File: src/rtl/timer_group_pkg.sv
// Purpose: Shared constants and types of the PWM and interval timer group.
// Assumes: 16-bit register data, byte addresses on an 8-bit register port.
// Notes: Offsets are byte addresses of one 16-bit register each.
package timer_group_pkg;

	localparam int DATA_W = 16;
	localparam int ADDR_W = 8;

	localparam logic [7:0] A_VALUE_OFS = 8'h00;
	localparam logic [7:0] A_MODE_OFS = 8'h04;
	localparam logic [7:0] B_VALUE_OFS = 8'h08;
	localparam logic [7:0] B_MODE_OFS = 8'h0c;
	localparam logic [7:0] START_OFS = 8'h10;
	localparam logic [7:0] INT_STATUS_OFS = 8'h14;
	localparam logic [7:0] INT_MASK_OFS = 8'h18;
	localparam logic [7:0] PORT_OFS = 8'h1c;

	localparam int START_A_BIT = 0;
	localparam int START_B_BIT = 1;
	localparam int INT_A_BIT = 0;
	localparam int INT_B_BIT = 1;

	localparam logic [15:0] A_VALUE_RST = 16'h0000;
	localparam logic [15:0] B_VALUE_RST = 16'h0000;
	localparam logic [1:0] START_RST = 2'h0;
	localparam logic [1:0] INT_RST = 2'h0;
	localparam logic [15:0] A_READ_UNDEF = 16'h0000;

	localparam logic [15:0] PWM16_PERIOD = 16'hffff;
	localparam logic [15:0] PWM8_PERIOD = 16'h00ff;
	localparam int DIV8_COUNT = 8;
	localparam int DIV32_COUNT = 32;

	typedef enum logic [1:0] {
		SRC_DIV1 = 2'b00,
		SRC_DIV8 = 2'b01,
		SRC_DIV32 = 2'b10,
		SRC_SUB32 = 2'b11
	} src_t;

	typedef enum logic [1:0] {
		B_OP_TIMER = 2'b00,
		B_OP_EVENT = 2'b01,
		B_OP_MEASURE = 2'b10,
		B_OP_RESERVED = 2'b11
	} b_op_t;

	typedef struct packed {
		logic oneshot;
		logic trig_sel;
		logic pwm8;
		src_t src;
	} a_mode_t;

	typedef struct packed {
		src_t src;
		b_op_t op;
	} b_mode_t;

	typedef struct packed {
		logic div1;
		logic div8;
		logic div32;
		logic sub32;
	} ticks_t;

	localparam a_mode_t A_MODE_RST = '{oneshot: 1'b0, trig_sel: 1'b0, pwm8: 1'b0, src: SRC_DIV1};
	localparam b_mode_t B_MODE_RST = '{src: SRC_DIV1, op: B_OP_TIMER};

endpackage
File: src/rtl/count_clock_gen.sv
// Purpose: Count clock strobes from the system clock and the subclock.
// Assumes: SUBCLOCK is sampled as a synchronous input.
// Notes: Each strobe is one CLK cycle wide.
`timescale 1ns/1ps
module count_clock_gen #(
	parameter int DIV8 = timer_group_pkg::DIV8_COUNT,
	parameter int DIV32 = timer_group_pkg::DIV32_COUNT
) (
	input wire logic clk,
	input wire logic rst_n,
	input wire logic subclock,
	output timer_group_pkg::ticks_t ticks
);

	logic [4:0] div8_q;
	logic [4:0] div32_q;
	logic [4:0] sub_q;
	logic sub_prev_q;
	logic sub_rise;
	timer_group_pkg::ticks_t ticks_q;

	assign sub_rise = subclock && !sub_prev_q;
	assign ticks = ticks_q;

	always_ff @(posedge clk or negedge rst_n) begin
		if (!rst_n) begin
			div8_q <= 5'h00;
			div32_q <= 5'h00;
		end else begin
			div8_q <= (div8_q == 5'(DIV8 - 1)) ? 5'h00 : div8_q + 5'h01;
			div32_q <= (div32_q == 5'(DIV32 - 1)) ? 5'h00 : div32_q + 5'h01;
		end
	end

	// The subclock is far slower than CLK, so its edges are counted, not used as a clock.
	always_ff @(posedge clk or negedge rst_n) begin
		if (!rst_n) begin
			sub_prev_q <= 1'b0;
			sub_q <= 5'h00;
		end else begin
			sub_prev_q <= subclock;
			if (sub_rise) begin
				sub_q <= (sub_q == 5'(DIV32 - 1)) ? 5'h00 : sub_q + 5'h01;
			end
		end
	end

	always_ff @(posedge clk or negedge rst_n) begin
		if (!rst_n) begin
			ticks_q <= '0;
		end else begin
			ticks_q.div1 <= 1'b1;
			ticks_q.div8 <= (div8_q == 5'(DIV8 - 1));
			ticks_q.div32 <= (div32_q == 5'(DIV32 - 1));
			ticks_q.sub32 <= sub_rise && (sub_q == 5'(DIV32 - 1));
		end
	end

endmodule

File: src/rtl/timer_group.sv
// Purpose: One PWM capable A-type timer and one interval B-type timer.
// Assumes: Register port with one-cycle strobes; read data valid the cycle after.
// Notes: Other B timer modes answer as idle counters; the A timer also runs a one-shot mode.
// Function
// [RL1] A timer in PWM mode counts down as a 16-bit or 8-bit modulator.
// [RL2] PWM reloads the count on every rising pulse edge and keeps counting.
// [RL3] Triggers arriving during a running PWM count are ignored.
// [RL4] 16-bit PWM high time is n clocks, period 65535 clocks.
// [RL5] 8-bit PWM high time n(m+1) clocks, period 255(m+1) clocks.
// [RL6] A timer starts when its start flag is 1, halts at 0.
// [RL7] PWM interrupt request is raised when the pulse falls.
// [RL8] Reading the A timer value in PWM mode returns an undefined value.
// [RL9] A timer value write while stopped loads reload register and counter.
// [RL10] A timer value write while counting loads reload only, used next reload.
// [RL11] B timer mode comes from mode register bits 0 and 1.
// [RL12] B timer in timer mode counts down a selected internal count clock.
// [RL13] B underflow reloads, continues counting and raises the interrupt request.
// [RL14] B timer divides its count clock by n plus one.
// [RL15] B timer runs while its start flag is 1, stops at 0.
// [RL16] Reading the B timer value in timer mode returns the current count.
// [RL17] B value write loads both when stopped, only reload while counting.
// [RL18] PWM pin carries the pulse; B input pin stays a plain port.
// [RL19] A trigger during a running one-shot count reloads and restarts it.
//
// Design decisions made here: the address map and strobed register access.
`timescale 1ns/1ps
module timer_group (
	input wire logic CLK,
	input wire logic RST_N,
	input wire logic [timer_group_pkg::ADDR_W-1:0] ADDR,
	input wire logic [timer_group_pkg::DATA_W-1:0] WDATA,
	input wire logic WR,
	input wire logic RD,
	output logic [timer_group_pkg::DATA_W-1:0] RDATA,
	input wire logic SUBCLOCK,
	input wire logic TRIGGER,
	input wire logic B_TIMER_INPUT_PIN,
	output logic PWM_PULSE_PIN,
	output logic IRQ
);

	typedef enum logic [2:0] {
		A_IDLE = 3'b000,
		A_WAIT_TRIG = 3'b001,
		A_HIGH = 3'b010,
		A_LOW = 3'b011,
		A_SHOT = 3'b100
	} a_state_t;

	timer_group_pkg::ticks_t ticks;
	timer_group_pkg::a_mode_t a_mode_q;
	timer_group_pkg::b_mode_t b_mode_q;
	a_state_t a_state_q;
	logic [15:0] a_reload_q;
	logic [15:0] a_cnt_q;
	logic [15:0] a_hi_q;
	logic [7:0] a_pre_q;
	logic [7:0] a_m_q;
	logic a_out_q;
	logic a_evt_q;
	logic [15:0] b_reload_q;
	logic [15:0] b_cnt_q;
	logic b_evt_q;
	logic [1:0] start_q;
	logic [1:0] status_q;
	logic [1:0] mask_q;
	logic [1:0] status_d;
	logic [15:0] rdata_q;
	logic irq_q;
	logic pin_q;

	logic wr_a_value;
	logic wr_b_value;
	logic a_tick;
	logic a_unit;
	logic a_counting;
	logic b_tick;
	logic b_counting;
	logic [15:0] hi_n;
	logic [15:0] period;
	logic [15:0] low_len;
	a_state_t rise_state;
	logic [15:0] rise_cnt;
	logic rise_out;

	function automatic logic pick_tick(input timer_group_pkg::ticks_t t,
		input timer_group_pkg::src_t s);
		case (s)
			timer_group_pkg::SRC_DIV1: pick_tick = t.div1;
			timer_group_pkg::SRC_DIV8: pick_tick = t.div8;
			timer_group_pkg::SRC_DIV32: pick_tick = t.div32;
			timer_group_pkg::SRC_SUB32: pick_tick = t.sub32;
			default: pick_tick = 1'b0;
		endcase
	endfunction

	function automatic logic hit(input logic [7:0] a, input logic [7:0] ofs);
		hit = (a == ofs);
	endfunction

	count_clock_gen #(
		.DIV8(timer_group_pkg::DIV8_COUNT),
		.DIV32(timer_group_pkg::DIV32_COUNT)
	) u_clocks (
		.clk(CLK),
		.rst_n(RST_N),
		.subclock(SUBCLOCK),
		.ticks(ticks)
	);

	assign wr_a_value = WR && hit(ADDR, timer_group_pkg::A_VALUE_OFS);
	assign wr_b_value = WR && hit(ADDR, timer_group_pkg::B_VALUE_OFS);
	// [RL12] count clock select
	assign a_tick = pick_tick(ticks, a_mode_q.src);
	assign b_tick = pick_tick(ticks, b_mode_q.src);
	assign a_counting = (a_state_q == A_HIGH) || (a_state_q == A_LOW) || (a_state_q == A_SHOT);
	// [RL11] [RL15] mode bits, start flag
	assign b_counting = start_q[timer_group_pkg::START_B_BIT] &&
		(b_mode_q.op == timer_group_pkg::B_OP_TIMER);

	// [RL5] prescaler by m plus one
	assign a_unit = a_mode_q.pwm8 ? (a_tick && (a_pre_q == 8'h00)) : a_tick;
	// [RL1] width select
	assign hi_n = a_mode_q.pwm8 ? {8'h00, a_reload_q[15:8]} : a_reload_q;
	// [RL4] fixed period
	assign period = a_mode_q.pwm8 ? timer_group_pkg::PWM8_PERIOD : timer_group_pkg::PWM16_PERIOD;
	assign low_len = period - a_hi_q;

	// Values taken at a rising pulse edge, shared by the first start and every reload.
	always_comb begin
		if (a_mode_q.oneshot) begin
			rise_state = A_SHOT;
			rise_cnt = a_reload_q;
			rise_out = 1'b1;
		end else if (hi_n == 16'h0000) begin
			rise_state = A_LOW;
			rise_cnt = period;
			rise_out = 1'b0;
		end else begin
			rise_state = A_HIGH;
			rise_cnt = hi_n;
			rise_out = 1'b1;
		end
	end

	always_ff @(posedge CLK or negedge RST_N) begin
		if (!RST_N) begin
			a_mode_q <= timer_group_pkg::A_MODE_RST;
			b_mode_q <= timer_group_pkg::B_MODE_RST;
			start_q <= timer_group_pkg::START_RST;
			mask_q <= timer_group_pkg::INT_RST;
		end else if (WR) begin
			if (hit(ADDR, timer_group_pkg::A_MODE_OFS)) begin
				a_mode_q <= WDATA[$bits(timer_group_pkg::a_mode_t)-1:0];
			end
			if (hit(ADDR, timer_group_pkg::B_MODE_OFS)) begin
				b_mode_q <= WDATA[$bits(timer_group_pkg::b_mode_t)-1:0];
			end
			if (hit(ADDR, timer_group_pkg::START_OFS)) begin
				start_q <= WDATA[1:0];
			end
			if (hit(ADDR, timer_group_pkg::INT_MASK_OFS)) begin
				mask_q <= WDATA[1:0];
			end
		end
	end

	// [RL10] reload register always takes the write
	always_ff @(posedge CLK or negedge RST_N) begin
		if (!RST_N) begin
			a_reload_q <= timer_group_pkg::A_VALUE_RST;
		end else if (wr_a_value) begin
			a_reload_q <= WDATA;
		end
	end

	always_ff @(posedge CLK or negedge RST_N) begin
		if (!RST_N) begin
			a_state_q <= A_IDLE;
			a_cnt_q <= timer_group_pkg::A_VALUE_RST;
			a_hi_q <= 16'h0000;
			a_m_q <= 8'h00;
			a_pre_q <= 8'h00;
			a_out_q <= 1'b0;
			a_evt_q <= 1'b0;
		end else begin
			a_evt_q <= 1'b0;
			if (!start_q[timer_group_pkg::START_A_BIT]) begin
				// [RL6] stop on flag clear
				a_state_q <= A_IDLE;
				a_out_q <= 1'b0;
				if (wr_a_value) begin
					// [RL9] stopped write loads counter
					a_cnt_q <= WDATA;
				end
			end else begin
				case (a_state_q)
					A_IDLE, A_WAIT_TRIG: begin
						if (wr_a_value) begin
							a_cnt_q <= WDATA;
						end
						// [RL6] start on flag set
						if ((a_state_q == A_IDLE && !a_mode_q.trig_sel) || TRIGGER) begin
							a_state_q <= rise_state;
							a_cnt_q <= rise_cnt;
							a_out_q <= rise_out;
							a_hi_q <= hi_n;
							a_m_q <= a_reload_q[7:0];
							a_pre_q <= a_reload_q[7:0];
						end else begin
							a_state_q <= A_WAIT_TRIG;
						end
					end
					A_HIGH: begin
						// [RL3] triggers ignored while PWM counting
						if (a_tick) begin
							a_pre_q <= (a_pre_q == 8'h00) ? a_m_q : a_pre_q - 8'h01;
						end
						if (a_unit && a_cnt_q <= 16'h0001) begin
							if (low_len == 16'h0000) begin
								a_cnt_q <= rise_cnt;
								a_hi_q <= hi_n;
							end else begin
								// [RL7] request on falling pulse
								a_state_q <= A_LOW;
								a_cnt_q <= low_len;
								a_out_q <= 1'b0;
								a_evt_q <= 1'b1;
							end
						end else if (a_unit) begin
							a_cnt_q <= a_cnt_q - 16'h0001;
						end
					end
					A_LOW: begin
						if (a_tick) begin
							a_pre_q <= (a_pre_q == 8'h00) ? a_m_q : a_pre_q - 8'h01;
						end
						if (a_unit && a_cnt_q <= 16'h0001) begin
							// [RL2] reload at rising edge
							a_state_q <= rise_state;
							a_cnt_q <= rise_cnt;
							a_out_q <= rise_out;
							a_hi_q <= hi_n;
							a_m_q <= a_reload_q[7:0];
							a_pre_q <= a_reload_q[7:0];
						end else if (a_unit) begin
							a_cnt_q <= a_cnt_q - 16'h0001;
						end
					end
					A_SHOT: begin
						if (TRIGGER) begin
							// [RL19] retrigger reloads
							a_cnt_q <= a_reload_q;
						end else if (a_tick && a_cnt_q <= 16'h0001) begin
							a_state_q <= A_WAIT_TRIG;
							a_cnt_q <= a_reload_q;
							a_out_q <= 1'b0;
							a_evt_q <= 1'b1;
						end else if (a_tick) begin
							a_cnt_q <= a_cnt_q - 16'h0001;
						end
					end
					default: begin
						a_state_q <= A_IDLE;
						a_out_q <= 1'b0;
					end
				endcase
			end
		end
	end

	// [RL17] reload register always takes the write
	always_ff @(posedge CLK or negedge RST_N) begin
		if (!RST_N) begin
			b_reload_q <= timer_group_pkg::B_VALUE_RST;
		end else if (wr_b_value) begin
			b_reload_q <= WDATA;
		end
	end

	always_ff @(posedge CLK or negedge RST_N) begin
		if (!RST_N) begin
			b_cnt_q <= timer_group_pkg::B_VALUE_RST;
			b_evt_q <= 1'b0;
		end else begin
			b_evt_q <= 1'b0;
			if (!b_counting) begin
				// [RL17] stopped write loads counter
				if (wr_b_value) begin
					b_cnt_q <= WDATA;
				end
			end else if (b_tick) begin
				// [RL13] underflow reloads and requests
				if (b_cnt_q == 16'h0000) begin
					b_cnt_q <= b_reload_q;
					b_evt_q <= 1'b1;
				end else begin
					// [RL14] n plus one counts per underflow
					b_cnt_q <= b_cnt_q - 16'h0001;
				end
			end
		end
	end

	// A set arriving with its write-one clear wins, so no event is lost.
	always_comb begin
		status_d = status_q;
		if (WR && hit(ADDR, timer_group_pkg::INT_STATUS_OFS)) begin
			status_d = status_d & ~WDATA[1:0];
		end
		status_d[timer_group_pkg::INT_A_BIT] = status_d[timer_group_pkg::INT_A_BIT] | a_evt_q;
		status_d[timer_group_pkg::INT_B_BIT] = status_d[timer_group_pkg::INT_B_BIT] | b_evt_q;
	end

	always_ff @(posedge CLK or negedge RST_N) begin
		if (!RST_N) begin
			status_q <= timer_group_pkg::INT_RST;
			irq_q <= 1'b0;
		end else begin
			status_q <= status_d;
			irq_q <= |(status_d & mask_q);
		end
	end

	// [RL18] input pin readable as a plain port
	always_ff @(posedge CLK or negedge RST_N) begin
		if (!RST_N) begin
			pin_q <= 1'b0;
		end else begin
			pin_q <= B_TIMER_INPUT_PIN;
		end
	end

	always_ff @(posedge CLK or negedge RST_N) begin
		if (!RST_N) begin
			rdata_q <= 16'h0000;
		end else if (RD) begin
			case (ADDR)
				// [RL8] counter not visible in PWM mode
				timer_group_pkg::A_VALUE_OFS: rdata_q <= timer_group_pkg::A_READ_UNDEF;
				timer_group_pkg::A_MODE_OFS: rdata_q <= 16'(a_mode_q);
				// [RL16] live count readback
				timer_group_pkg::B_VALUE_OFS: rdata_q <= b_cnt_q;
				timer_group_pkg::B_MODE_OFS: rdata_q <= 16'(b_mode_q);
				timer_group_pkg::START_OFS: rdata_q <= {14'h0000, start_q};
				timer_group_pkg::INT_STATUS_OFS: rdata_q <= {14'h0000, status_q};
				timer_group_pkg::INT_MASK_OFS: rdata_q <= {14'h0000, mask_q};
				timer_group_pkg::PORT_OFS: rdata_q <= {13'h0000, a_counting, a_out_q, pin_q};
				default: rdata_q <= 16'h0000;
			endcase
		end else begin
			rdata_q <= 16'h0000;
		end
	end

	assign RDATA = rdata_q;
	// [RL18] pulse train on the pin
	assign PWM_PULSE_PIN = a_out_q;
	assign IRQ = irq_q;

endmodule

File: config.mk
export PLATFORM = sky130hd
export DESIGN_NAME = timer_group
export DESIGN_NICKNAME = d
export VERILOG_FILES = /design/src/rtl/timer_group_pkg.sv /design/src/rtl/count_clock_gen.sv /design/src/rtl/timer_group.sv
export SDC_FILE = /design/constraint.sdc
export NUM_CORES = 1
export LEC_CHECK = 0
export BUFFER_PORTS_ARGS = -buffer_cell sky130_fd_sc_hd__buf_4
export CELL_PAD_IN_SITES_DETAIL_PLACEMENT = 1
export CELL_PAD_IN_SITES_GLOBAL_PLACEMENT = 1
export CORE_MARGIN = 5
export CORE_UTILIZATION = 51
export DETAILED_ROUTE_END_ITERATION = 10
export HOLD_SLACK_MARGIN = 0.02
export PLACE_DENSITY = 0.91
export SYNTH_ARGS = -nofsm -noshare
export SYNTH_HDL_FRONTEND = slang
export SYNTH_HIERARCHICAL = 1
export SYNTH_SLANG_ARGS = --single-unit
File: constraint.sdc
create_clock -name CLK -period 8.8 [get_ports CLK]
set_input_delay 0.44 -clock CLK [delete_from_list [all_inputs] [get_ports CLK]]
set_output_delay 0.44 -clock CLK [all_outputs]
set_load 0.01 [all_outputs]
# Word-level counts from Yosys, hierarchy flattened
# Cells that the tools add are included.
# word_totals
ff_bits	155
input_bits	31
out_inout_bits	18
# op_classes
add_sub_neg	7
order_cmp	1
n_eq_ne	33
mux	69
bitwise_logic	5
reduce_logical	40
# ops
op	n
2-to-1 mux 16 bit	23
one-hot mux 16 bit (7 select lines)	1
one-hot mux 16 bit (4 select lines)	1
zero test 16 bit	3
one-hot mux 16 bit (3 select lines)	1
2-to-1 mux 8 bit	5
== test 8 x 5 -> 1 bit, second input constant	4
subtractor 16 x 1 -> 16 bit, second input constant	2
2-to-1 mux 3 bit	8
one-hot mux 8 bit (3 select lines)	1
2-to-1 mux 1 bit	19
== test 8 x 4 -> 1 bit, second input constant	2
<= comparator 16 x 1 -> 1 bit, second input constant	1
zero test 8 bit	2
one-hot mux 8 bit (2 select lines)	1
subtractor 16 bit	1
adder 5 x 1 -> 5 bit, second input constant	3
2-to-1 mux 5 bit	3
one-hot mux 1 bit (4 select lines)	3
one-hot mux 3 bit (4 select lines)	1
AND reduction 2 bit	6
AND reduction 6 bit	2
== test 5 bit, second input constant	2
logical AND 1 bit	10
other kinds (29)	50

# Logic depth before layout (Yosys ltp)
# logic_depth
ltp_word	8
mapped_depth	13
ltp_nobuf	10

# Modules after synthesis
# The synthesis kept the hierarchy.
# by_module_without_submodules
module	area_each_um2	cells_per_inst	instances
timer_group	8852.2	1052	1
count_clock_gen	810.8	66	1

# Least setup slack after synthesis
# No wires, ideal clock.
# synth_timing
path_kind	flip-flop to flip-flop
from	reg a_mode_q[2] (netlist name)
to	reg a_cnt_q[5]
setup_time_ps	132
required_ps	8668
path_stages_with_launch	14
setup_slack_ps	5562
arrival_ps	3106
path_cell_list	dfrtp_1 -> buf_2 -> inv_1 -> clkbuf_1 -> ha_1 -> nor2b_1 -> o31a_1 -> or4b_1 -> o311a_1 -> and4bb_4 -> buf_6 -> o21ai_0 -> a41o_1 -> a21oi_1
# synth_via
elab_chain_cells	8
elab_cells_between_ends	16
# synth_lines
item	line	text
start: declaration	timer_group.sv:51	timer_group_pkg::a_mode_t a_mode_q;
start signal: assignment	timer_group.sv:148	a_mode_q <= timer_group_pkg::A_MODE_RST;
start signal: assignment	timer_group.sv:154	a_mode_q <= WDATA[$bits(timer_group_pkg::a_mode_t)-1:0];
parallel branches: the longest is 6 deep, another holds subtractor 16 bit	-	
one-hot mux 16 bit (4 select lines) (*)	timer_group.sv:197	case (a_state_q)
2-to-1 mux 16 bit (*)	timer_group.sv:188	if (!start_q[timer_group_pkg::START_A_BIT]) begin
end signal: assignment	timer_group.sv:205	a_cnt_q <= rise_cnt;
end signal: assignment	timer_group.sv:221	a_cnt_q <= rise_cnt;
end signal: assignment	timer_group.sv:226	a_cnt_q <= low_len;
end: declaration	timer_group.sv:55	logic [15:0] a_cnt_q;
# Every way passes the cells marked *.
# A chain may end at the register's enable or synchronous reset.

# Final worst setup path
# layout_timing
from	reg a_mode_q[2] (netlist name)
to	reg a_hi_q[3]
# layout_via
elab_chain_cells	5
elab_cells_between_ends	15
# layout_lines
item	line	text
2-to-1 mux 16 bit	timer_group.sv:126	assign period = a_mode_q.pwm8 ? timer_group_pkg::PWM8_PERIOD : timer_group_pkg::PWM16_PERIOD;
subtractor 16 bit	timer_group.sv:127	assign low_len = period - a_hi_q;
zero test 16 bit	timer_group.sv:220	if (low_len == 16'h0000) begin
!= test 2 x 1 -> 1 bit (no source line)	-	
AND reduction 6 bit (no source line)	-	
end signal: assignment	timer_group.sv:207	a_hi_q <= hi_n;
end signal: assignment	timer_group.sv:222	a_hi_q <= hi_n;
end signal: assignment	timer_group.sv:243	a_hi_q <= hi_n;
end: declaration	timer_group.sv:56	logic [15:0] a_hi_q;
# Parallel ways exist; a longest one is shown, timed or not. The select of a mux whose other input is x is not followed.

==> results.py <==
metrics = {
    "timing": {
        "grt_setup_unrepaired": "false",
        "final_critical_path_setup_slack_ns": 4.925,
        "whs_ns": 0.03180,
        "timing_worst_slew_pin_value_ns": 1.053,
        "maxClockFrequency_mhz": 258.0,
        "setup_total_negative_slack_ns": 0,
        "setup_viol_count_final": 0,
        "final_count_of_pins_violating_max_slew": 0,
        "hold_violations": 0,
        "worst_slew_margin_rel": 0.2982,
        "final_min_period_over_clock_period": 0.4404,
        "fin_worst_skew_ns": 0.009899,
        "final.min_clock_period_ns": 3.875,
    },
    "layout": {
        "layout.core_utilization": 0.5722,
        "flow.area_growth_from_synthesis_pct": 10.77,
        "finalInstanceArea_um2": 10700,
        "fraction_of_final_layout_cells_with_drive_strength_greater_than_1": 0.1378,
        "nNetsFinal": 1170,
        "stdcell_count": 1367,
    },
    "grt": {
        "global_route_overflow": 0,
        "grt_start_max_net_pins": 72,
        "grt_first_pass_wirelength_mm": 54.71,
        "antenna_found_initial": 2,
        "grt_use_total": 0.3187,
        "via_count_of_the_first_global_routing_pass": 9709,
    },
    "setup_path": {
        "crit_required_ns": 9.04,
        "worstReg2RegEnd": "a_hi_q[3]$_DFFE_PN0P_",
        "worstRegToRegCells": 9,
        "critical-path-max-stage-delay_ns": 0.83,
        "crit_fanout": 32,
        "worst_setup_path_start_kind": "flip-flop",
        "regToRegSetupSlack_ns": 4.92,
        "cell_with_the_largest_stage_delay_on_the_worst_path": "sky130_fd_sc_hd__o21ai_2",
        "worstSetupPathType": "reg2reg",
        "critical_path.cell_chain": "inv_1, ha_1, nor2b_1, o31a_1, or4b_1, o311a_1, and4bb_4, o21ai_2, o21ai_0",
        "timing.critical_path.to_type": "flip-flop",
        "rr_startpoint": "a_mode_q[2]$_DFFE_PN0P_",
        "crit_arrival_ns": 4.12,
    },
    "yosys": {
        "cell_area_after_technology_mapping_um2": 9663,
        "post_synth_inst_count": 1118,
        "main_combinational_cell_family_by_area_after_synthesis": "simple AND/OR/NAND/NOR gates",
        "adder_and_majority_cell_fraction_of_the_synthesized_area": 0.02667,
        "synthSimpleGateAreaFrac": 0.2121,
        "synthTopCellsByArea": "sky130_fd_sc_hd__dfrtp_1 (40%), sky130_fd_sc_hd__nand2_1 (6.8%), sky130_fd_sc_hd__mux2_2 (4.2%)",
        "postSynth.asyncResetShare": 1.000,
        "synth_area_per_cell_um2": 8.643,
        "synthDistinctLibCells": 84,
        "synth.top_cells.by_count": "sky130_fd_sc_hd__nand2_1 (175), sky130_fd_sc_hd__dfrtp_1 (155), sky130_fd_sc_hd__nor2_1 (85), sky130_fd_sc_hd__o21ai_0 (81), sky130_fd_sc_hd__a21oi_1 (72)",
        "postSynthRegisterBits": 155,
        "compound_gate_fraction_of_synth_area": 0.1958,
        "synth.mux.area_fraction": 0.08080,
        "post_synthesis_share_of_cell_area_spent_on_xor_and_xnor_gates": 0.03988,
        "number_of_enable_type_register_cells_in_the_synthesized_netlist": 0,
        "count_leader_synth": "sky130_fd_sc_hd__nand2_1",
        "ys_dominant_reg_cell": "sky130_fd_sc_hd__dfrtp_1",
        "yosys.area.top_type_share": 0.4014,
        "mappedNetlistNets": 1169,
        "synth.yosys.warnings": 6,
        "synth_area_leader_cell": "sky130_fd_sc_hd__dfrtp_1",
        "yosysSeqAreaShare": 0.4014,
    },
    "floorplanning": {
        "core_um2": 18710,
        "die-height_um": 147.7,
        "die_width_um": 147.7,
        "die-area_um2": 21800,
        "rows": 50,
        "ioPinCount": 49,
        "floorplan.initialDensity": 0.5166,
    },
    "power": {
        "vdd_ir_drop_max_uv": 145.5,
        "p_seq_frac": 0.412,
        "clkPwrFrac": 0.313,
        "p_comb_frac": 0.275,
        "switchingPower_mw": 0.9340,
        "switching_share": 0.3721,
        "cellInternalPower_mw": 1.576,
        "power.total_mw": 2.510,
        "cellLeakagePower_nw": 4.811,
        "p_per_area_nw_per_um2": 234.5,
    },
    "cts": {
        "postCtsResizedCells": 0,
        "post_cts_setup_driven_buffer_insertion_count": 0,
        "cts_hold_buf": 0,
        "htree_levels": 4,
        "clk_root_buffer_cell": "sky130_fd_sc_hd__clkbuf_16",
        "clock-sinks": 155,
        "cts_tree": "built",
        "clk_latency_ns": 0.44,
        "clock_buffer_count_from_cts": 17,
        "clk_pin_slew_worst_paths_ns": 0.07,
        "max_clock_buf_depth": 2,
    },
    "drt": {
        "detail_route.drc_violations": 0,
        "route.vias.total": 9316,
        "first_iter_violations": 814,
        "drt-total-wl_mm": 34.81,
        "routed_via_density": 6.815,
        "detail-route-antenna-nets": 0,
        "routedWlPerCell_um": 25.46,
        "first_pass_iters": 6,
    },
    "status": {
        "status": "completed",
    },
    "placement": {
        "gp_congestion": 0.9616,
        "io_buffer_count": 48,
        "sum_of_net_half_perimeters_after_detailed_placement_mm": 22.55,
        "dpl_cell_area_um2": 10080,
        "placed_cells_incl_taps": 1334,
        "pre_cts_slack_ns": 5.033,
    },
    "worst_hold_path": {
        "hp-class": "in2async",
    },
    "job": {
        "drv.max_cap_violation_count": 0,
    },
}
layout by cell type, fill, tap and decap left out, types with 10 or more instances in the layout:
cell type	Yosys	layout
sky130_fd_sc_hd__nand2_1	175	175
sky130_fd_sc_hd__dfrtp_1	155	155
sky130_fd_sc_hd__nor2_1	85	85
sky130_fd_sc_hd__o21ai_0	81	81
sky130_fd_sc_hd__a21oi_1	72	71
sky130_fd_sc_hd__buf_4	4	60
sky130_fd_sc_hd__mux2_2	36	36
sky130_fd_sc_hd__nand3_1	33	33
sky130_fd_sc_hd__o22ai_1	30	30
sky130_fd_sc_hd__xnor2_1	29	29
sky130_fd_sc_hd__nor3_1	27	27
sky130_fd_sc_hd__mux2i_1	24	24
sky130_fd_sc_hd__and3_1	22	22
sky130_fd_sc_hd__inv_1	21	21
sky130_fd_sc_hd__ha_1	19	19
sky130_fd_sc_hd__clkbuf_16	0	17
sky130_fd_sc_hd__xor2_1	15	15
sky130_fd_sc_hd__nand2b_1	14	14
sky130_fd_sc_hd__a211oi_1	12	12
sky130_fd_sc_hd__nor4_1	11	11
sky130_fd_sc_hd__o211ai_1	10	10
sky130_fd_sc_hd__a31oi_1	10	10
how the worst max path moves through the flow:
stage               cells past startpoint  slack [ns]               startpoint                     end
finish                                  9        4.92  a_mode_q[2]$_DFFE_PN0P_   a_hi_q[3]$_DFFE_PN0P_
global route                            9        4.62  a_mode_q[2]$_DFFE_PN0P_  a_hi_q[12]$_DFFE_PN0P_
CTS                                     9        4.94  a_mode_q[2]$_DFFE_PN0P_   a_hi_q[3]$_DFFE_PN0P_
detailed placement                      9        5.03  a_mode_q[2]$_DFFE_PN0P_   a_hi_q[7]$_DFFE_PN0P_
global placement                        9        5.25  a_mode_q[2]$_DFFE_PN0P_  a_hi_q[12]$_DFFE_PN0P_
floorplan                              13        5.56  a_mode_q[2]$_DFFE_PN0P_  a_cnt_q[5]$_DFFE_PN0P_
registers in the layout (all words and copies together), names as in the netlist, 2 cells and up:
name and flops:
a_hi_q 16, start_q 2, u_clocks/ticks 4, b_mode_q 4, u_clocks/sub_q 5, b_reload_q 16
mask_q 2, a_m_q 8, RDATA 16, a_reload_q 16, b_cnt_q 16, a_cnt_q 16
a_pre_q 8, u_clocks/div8_q 5, a_state_q 3, status_q 2, a_mode_q 5, u_clocks/div32_q 5
worst max-delay path, delay by kind of cell, from the launching register on:
family                   cells  cell delay [ns]
AO/OA/AOI/OAI                4             1.59
AND/OR/NAND/NOR              3             0.93
flip-flops                   1             0.39
buffers and inverters        1             0.39
adder cells (fa/ha/maj)      1             0.37
power groups by stage:
stage                     sequential (mW)  combinational (mW)  clock [mW]
after CTS                            1.02               0.678       0.787
after global placement               1.02               0.602           0
after detailed placement             1.03               0.649           0
after global routing                 1.05               0.757       0.823
after floorplan                     0.916               0.561           0
final                                1.03               0.690       0.787
routing by layer:
metal,GRT usage,up-vias,share of wire
met5,0,-,0
met3,0.07082,149,0.088
met2,0.5256,532,0.48
li1,-,3996,-
met4,0.1514,0,0.049
met1,0.3988,4639,0.38
cell type report:
type	count	area, um^2
Clock inverter	12	160.2
Clock buffer	20	456.7
Inverter	21	78.83
Timing Repair Buffer	61	461.7
Tap cell	234	292.8
Multi-Input combinational cell	863	5373
Antenna cell	1	2.502
Fill cell	2158	8001
Sequential cell	155	3879
cell families after synthesis:
group,after synthesis
flops,155
simple gates,429
compound gates,299
fa+ha+maj,20
other cells,1
xor+xnor,44
mux,70
buf+inv,100
(Power assumes the default switching activity.)
